===== src/inc/sldd_params.svh =====
// Function
// ten-stage shift register, shifts on rising edge
// falling shift clock edge changes nothing
// last stage drives serial chain output
// ten channel outputs, one latch bit each
// latch transparent while strobe high
// latch holds while strobe low
// force-low input blanks all outputs
// controller keeps shift clock at most 5MHz
// controller holds shift clock high 100ns
// controller holds strobe high 100ns
// controller waits 50ns before raising strobe
`ifndef SLDD_PARAMS_SVH
`define SLDD_PARAMS_SVH
`define SLDD_WIDTH 10
`define SLDD_FIFO_DEPTH 16
`define SLDD_CLK_PERIOD_NS 5
`define SLDD_CLK_HIGH_MIN_NS 100
`define SLDD_STROBE_HIGH_MIN_NS 100
`define SLDD_CLK_TO_STROBE_MIN_NS 50
`define SLDD_CLK_HIGH_MIN_CYC ((`SLDD_CLK_HIGH_MIN_NS + `SLDD_CLK_PERIOD_NS - 1) / `SLDD_CLK_PERIOD_NS)
`define SLDD_RST_WORD 10'h000
`endif


===== src/inc/sldd_pkg.sv =====
package sldd_pkg;
	typedef logic [9:0] sldd_word_t;
	typedef struct packed {
		logic serial_data;
		logic shift_clk;
		logic latch_strobe;
		logic force_low;
	} sldd_pins_t;
endpackage : sldd_pkg


===== src/rtl/sldd_fifo.sv =====
`timescale 1ns/100ps
module sldd_fifo #(
	parameter int WIDTH = 10,
	parameter int DEPTH = 16
) (
	input wire logic clk_sys,
	input wire logic rst_b,
	input wire logic [WIDTH-1:0] in_data,
	input wire logic in_valid,
	output logic in_ready,
	output logic [WIDTH-1:0] out_data,
	output logic out_valid,
	input wire logic out_ready
);
	localparam int AW = $clog2(DEPTH);
	logic [WIDTH-1:0] mem [DEPTH];
	logic [AW-1:0] wr_ptr;
	logic [AW-1:0] rd_ptr;
	logic [AW:0] count;
	logic do_wr;
	logic do_rd;

	// full at DEPTH entries; count is one bit wider than the pointers so full and empty differ
	assign in_ready = (count != (AW+1)'(DEPTH)) ? 1'b1 : 1'b0;
	assign out_valid = (count != '0);
	assign do_wr = in_valid & in_ready;
	assign do_rd = out_valid & out_ready;
	assign out_data = mem[rd_ptr];

	always_ff @(posedge clk_sys) begin
		if (do_wr) begin
			mem[wr_ptr] <= in_data;
		end
	end

	always_ff @(posedge clk_sys) begin
		if (!rst_b) begin
			wr_ptr <= '0;
			rd_ptr <= '0;
			count <= '0;
		end else begin
			if (do_wr) wr_ptr <= wr_ptr + AW'(1);
			if (do_rd) rd_ptr <= rd_ptr + AW'(1);
			count <= count + (AW+1)'(do_wr) - (AW+1)'(do_rd);
		end
	end
endmodule : sldd_fifo


===== src/rtl/sldd_driver.sv =====
`timescale 1ns/100ps
`include "sldd_params.svh"
module sldd_driver
	import sldd_pkg::*;
(
	input wire logic clk_sys,
	input wire logic rst_b,
	input wire sldd_pins_t pins,
	output logic serial_out,
	output sldd_word_t channel_out,
	output logic channel_output_first,
	output logic channel_output_last,
	output sldd_word_t word_data,
	output logic word_valid,
	input wire logic word_ready,
	output logic word_overflow
);
	// ------------------------------------------------------------
	// pin synchronisers
	// ------------------------------------------------------------
	sldd_pins_t meta;
	sldd_pins_t sync;
	sldd_pins_t prev;
	always_ff @(posedge clk_sys) begin
		if (!rst_b) begin
			meta <= '0;
			sync <= '0;
			prev <= '0;
		end else begin
			meta <= pins;
			sync <= meta;
			prev <= sync;
		end
	end
	logic clk_rise;
	assign clk_rise = sync.shift_clk & ~prev.shift_clk;
	logic strobe_fall;
	assign strobe_fall = prev.latch_strobe & ~sync.latch_strobe;

	// ------------------------------------------------------------
	// shift register
	// ------------------------------------------------------------
	sldd_word_t shift_reg;
	always_ff @(posedge clk_sys) begin
		if (!rst_b) begin
			shift_reg <= `SLDD_RST_WORD;
		end else if (clk_rise) begin
			shift_reg <= {shift_reg[8:0], sync.serial_data};
		end
		// no update without a rising edge, so falling edges are inert
	end
	assign serial_out = shift_reg[9];

	// ------------------------------------------------------------
	// latch and blanking
	// ------------------------------------------------------------
	sldd_word_t latch;
	sldd_word_t shown;
	assign shown = sync.latch_strobe ? shift_reg : latch;
	always_ff @(posedge clk_sys) begin
		if (!rst_b) begin
			latch <= `SLDD_RST_WORD;
		end else if (sync.latch_strobe) begin
			latch <= shift_reg;
		end
	end
	// outputs registered; one cycle later than the pin would, a trade for clean outputs
	always_ff @(posedge clk_sys) begin
		if (!rst_b) begin
			channel_out <= '0;
		end else if (sync.force_low) begin
			channel_out <= '0;
		end else begin
			channel_out <= shown;
		end
	end
	assign channel_output_first = channel_out[0];
	assign channel_output_last = channel_out[9];

	// ------------------------------------------------------------
	// captured words toward the display side
	// ------------------------------------------------------------
	logic fifo_in_ready;
	always_ff @(posedge clk_sys) begin
		if (!rst_b) begin
			word_overflow <= 1'b0;
		end else if (strobe_fall & ~fifo_in_ready) begin
			// a full fifo drops the word; the flag stays set until reset
			word_overflow <= 1'b1;
		end
	end
	sldd_fifo #(.WIDTH(`SLDD_WIDTH), .DEPTH(`SLDD_FIFO_DEPTH)) u_fifo (
		.clk_sys(clk_sys),
		.rst_b(rst_b),
		.in_data(latch),
		.in_valid(strobe_fall),
		.in_ready(fifo_in_ready),
		.out_data(word_data),
		.out_valid(word_valid),
		.out_ready(word_ready)
	);
endmodule : sldd_driver


===== config.mk =====
export PLATFORM = sky130hd
export DESIGN_NAME = sldd_driver
export DESIGN_NICKNAME = d
export VERILOG_FILES = /design/src/inc/sldd_pkg.sv /design/src/rtl/sldd_fifo.sv /design/src/rtl/sldd_driver.sv
export VERILOG_INCLUDE_DIRS = /design/src /design/src/inc
export SDC_FILE = /design/constraint.sdc
export NUM_CORES = 1
export LEC_CHECK = 0
export ABC_AREA = 1
export BUFFER_PORTS_ARGS = -buffer_cell sky130_fd_sc_hd__buf_4
export CAP_MARGIN = 20
export CORE_MARGIN = 3
export CORE_UTILIZATION = 56
export DETAILED_ROUTE_END_ITERATION = 8
export GPL_ROUTABILITY_DRIVEN = 0
export GPL_TIMING_DRIVEN = 0
export MAX_ROUTING_LAYER = met4
export PLACE_DENSITY = 0.73
export REMOVE_ABC_BUFFERS = 1
export SLEW_MARGIN = 20
export SYNTH_ARGS = -nofsm -noshare
export SYNTH_HDL_FRONTEND = slang
export SYNTH_SLANG_ARGS = --single-unit

===== constraint.sdc =====
create_clock -name clk_sys -period 2.3 [get_ports clk_sys]
set_clock_uncertainty 0.05 [all_clocks]
set_input_delay 0.23 -clock clk_sys [delete_from_list [all_inputs] [get_ports clk_sys]]
set_output_delay 0.23 -clock clk_sys [all_outputs]
set_load 0.02 [all_outputs]

==> flow_summary.yaml <==
sta:
  period_needed_ps: 2300
  slew_viol_final: 0
  report.final.hold_viol_count: 0
  setup_viol: 0
  max_slew_margin_pct: 58.6
  worst_pin_slew_ps: 620
  fmax_mhz: 435
  min_period_over_period_pct: 99.9
  grt_setup_unrepaired: "yes"
route:
  wl_per_cell_um: 16.6
  drt_iter0_drc: 545
  drtAntennaViolNets: 0
  routed_via_density: 5.19
  drt_wl_total_um: 20000
  drc: 0
  num_vias: 6264
  first_pass_iters: 5
status:
  outcome: "finished clean"
clock_network:
  tritoncts: "built"
  root_buffer: "clkbuf_16"
  clkSinkCount: 218
  clkLatencyLatePin_ps: 500
  cts_htree_levels: 1
  numCtsBuffers: 22
  clockBufferDepth: 3
  clkTransAtPathRegs_ps: 60
worst_setup_path:
  crit_path_end_kind: "flop"
  startpoint_type: "flop"
  critPathMaxFanout: 10
  cp.required_ps: 2380
  crit_type: "flop to flop"
  critPathMaxStageDelay_ps: 560
  worst_ep_arrival_time_ps: 2370
  crit_path_frequent_cell: "inv_2"
  cp_cell_sequence: "inv_2 > ha_4 > nand4_1 > nand2_2 > inv_2 > nand2_1 > nor2_2"
  slowest_stage: "nor2_2"
  reg2reg_slack_ps: 3
global_routing:
  grt_pass1_wl_um: 30600
  grt-ovfl-total: 0
  grt_usage_pct: 22.6
  grt_pass1_vias: 5885
  grt_max_degree: 81
  antenna_found_initial: 0
layout:
  drive_above_1_share_pct: 14.4
  fin_nets: 993
  largest_register_ffs: 160
  area_delta_synth_final_pct: 17.4
  largest-register: "u_fifo.mem"
  layout.cells.non_filler: 1206
  fin_area_mm2: 0.0107
  final_common_cell: "nand2_1"
  fill_cells: 1177
  most-common-layout-cells: "nand2_1, edfxtp_1, inv_1, nand3_1, nor2_1"
  diodes: 0
logic_synthesis:
  syn-cell-area_mm2: 0.00912
  synth_seq_area_share_pct: 65.4
  ys.flop_type: "edfxtp_1"
  syn_inst: 924
  synth_edf_count: 160
  synth-async-reset-ratio_pct: 0
  ys_types: 28
  avgSynthCellArea_um2: 9.87
  ys_seq_elements: 218
  yosysWarnings: 0
power_and_ir_drop:
  total_power_w: 0.0105
  sw_frac_of_total_pct: 28.9
  power_frac_seq_pct: 41.9
  cellLeakagePower_nw: 4.65
  comb_power_share_pct: 23.6
  powerDensity_mw_per_mm2: 984
  switching_power_w: 0.00304
  clockPowerShare_pct: 34.5
  internal_power_w: 0.00750
  ir_worst_vdd_v: 0.000894
floorplanning:
  rows: 46
  io-pin-count: 32
  die_w_um: 134
  initial_core_util_pct: 57.4
  core_area_mm2: 0.0159
  die_y_um: 134
  die-area_mm2: 0.0179
placement:
  place_area_mm2: 0.00947
  io_buffers: 31
  place_inst: 1136
  dpl.hpwl_um: 10800
hold_path:
  hold_class: "input pin to flop"
flow_run:
  drv_cap: 0
## worst max-delay path: cells and delay by family, from the launching register on
family	cells	cell delay [ps]
adder cells (fa/ha/maj)	1	150
buffers and inverters	2	220
flip-flops	1	340
AND/OR/NAND/NOR	4	1150
## routing by layer
metal  track usage (%)  share of wire (%)  vias up  wire length [um]
met5                 -                  0        -                 0
met4              8.23                3.4        0               689
met3              2.91                6.3       54              1250
met2              37.1                 49      233              9850
met1              29.1                 41     2946              8210
li1                  -                  -     3031                 -
## cells by family (layout without fill, tap and decap cells)
logic type | count (synthesis) | in the layout | synth area share [%]
AND/OR/NAND/NOR | 455 | 455 | 20.9
flip-flops | 218 | 218 | 65.4
buffers and inverters | 204 | 270 | 9.48
AO/OA/AOI/OAI | 23 | 23 | 1.26
adder cells (fa/ha/maj) | 12 | 12 | 1.73
multiplexers | 9 | 9 | 0.988
XOR/XNOR | 3 | 3 | 0.288
## path summary, 6_finish.rpt
| path | start | to | cells past startpoint |
|---|---|---|---|
| min | word_ready | flop | 3 |
| max reg2reg | u_fifo.count[3]$_SDFF_PN0_ | u_fifo.mem[5][8]$_DFFE_PP_ | 7 |
| min reg2reg | meta[0]$_SDFF_PN0_ | sync[0]$_SDFF_PN0_ | 2 |
| max | u_fifo.count[3]$_SDFF_PN0_ | u_fifo.mem[5][8]$_DFFE_PP_ | 7 |
## power by group through the flow
| stage | sequential (W) | clock (W) | combinational [W] |
|---|---|---|---|
| after floorplan | 0.00454 | 0 | 0.00120 |
| after CTS | 0.00441 | 0.00367 | 0.00226 |
| after global routing | 0.00443 | 0.00384 | 0.00273 |
| final | 0.00441 | 0.00364 | 0.00249 |
| after global placement | 0.00466 | 0 | 0.00167 |
| after detailed placement | 0.00454 | 0 | 0.00185 |
## cell type report
class	instances	area [um2]	share of cell area, %
clock buffers	29	608	5.68
clock inverters	11	135	1.26
inverters	164	657	6.13
multi-input cells	502	2450	22.9
flip-flops and latches	218	5980	55.8
well taps	216	270	2.52
repair buffers	64	592	5.53
repair inverters	2	18.8	0.175
## what timing repair did
action / CTS / global route
hold buffers: 4 / 0
buffers inserted: 16 / 7
endpoints found under the setup margin: 139 / 118
gates cloned: 2 / 2
pin swaps: 4 / 6
endpoints found under the hold margin: 4 / 0
gates resized for setup: 36 / 25
## cells in the mapped netlist (2+ instances only)
master    instances  area (um2)
nor3_1            2        10.0
nand2_1         246         923
nor2_2            2        12.5
nand2_2           2        12.5
inv_1           158         593
xor2_1            3        26.3
ha_1             11         138
nand4_1           3        18.8
buf_6             6        67.6
o21ai_0          15        75.1
dfxtp_1          58        1160
buf_1             2        7.51
nor2_4            2        22.5
nor2_1           72         270
a21oi_1           8        40.0
buf_2            17        85.1
buf_4             7        52.6
edfxtp_1        160        4800
clkbuf_1          7        26.3
mux2i_1           9        90.1
nand3_1         124         621
inv_2             4        15.0
## per-stage QoR
| stage | setup slack, ps | hold WS [ps] | TNS (ps) | utilization (%) |
|---|---|---|---|---|
| finish | 2.64 | 26.5 | 0 | 67.4 |
| global route | -125 | 41.0 | -2290 | 67.4 |
| CTS | -24.3 | 2.69 | -24.3 | 66.2 |
| detailed placement | -383 | 351 | -31090 | 59.6 |
| global placement | -2330 | 343 | -59460 | 59.1 |
| floorplan | -618 | 273 | -6430 | - |
Note: power is estimated with default switching activity, not from simulation.
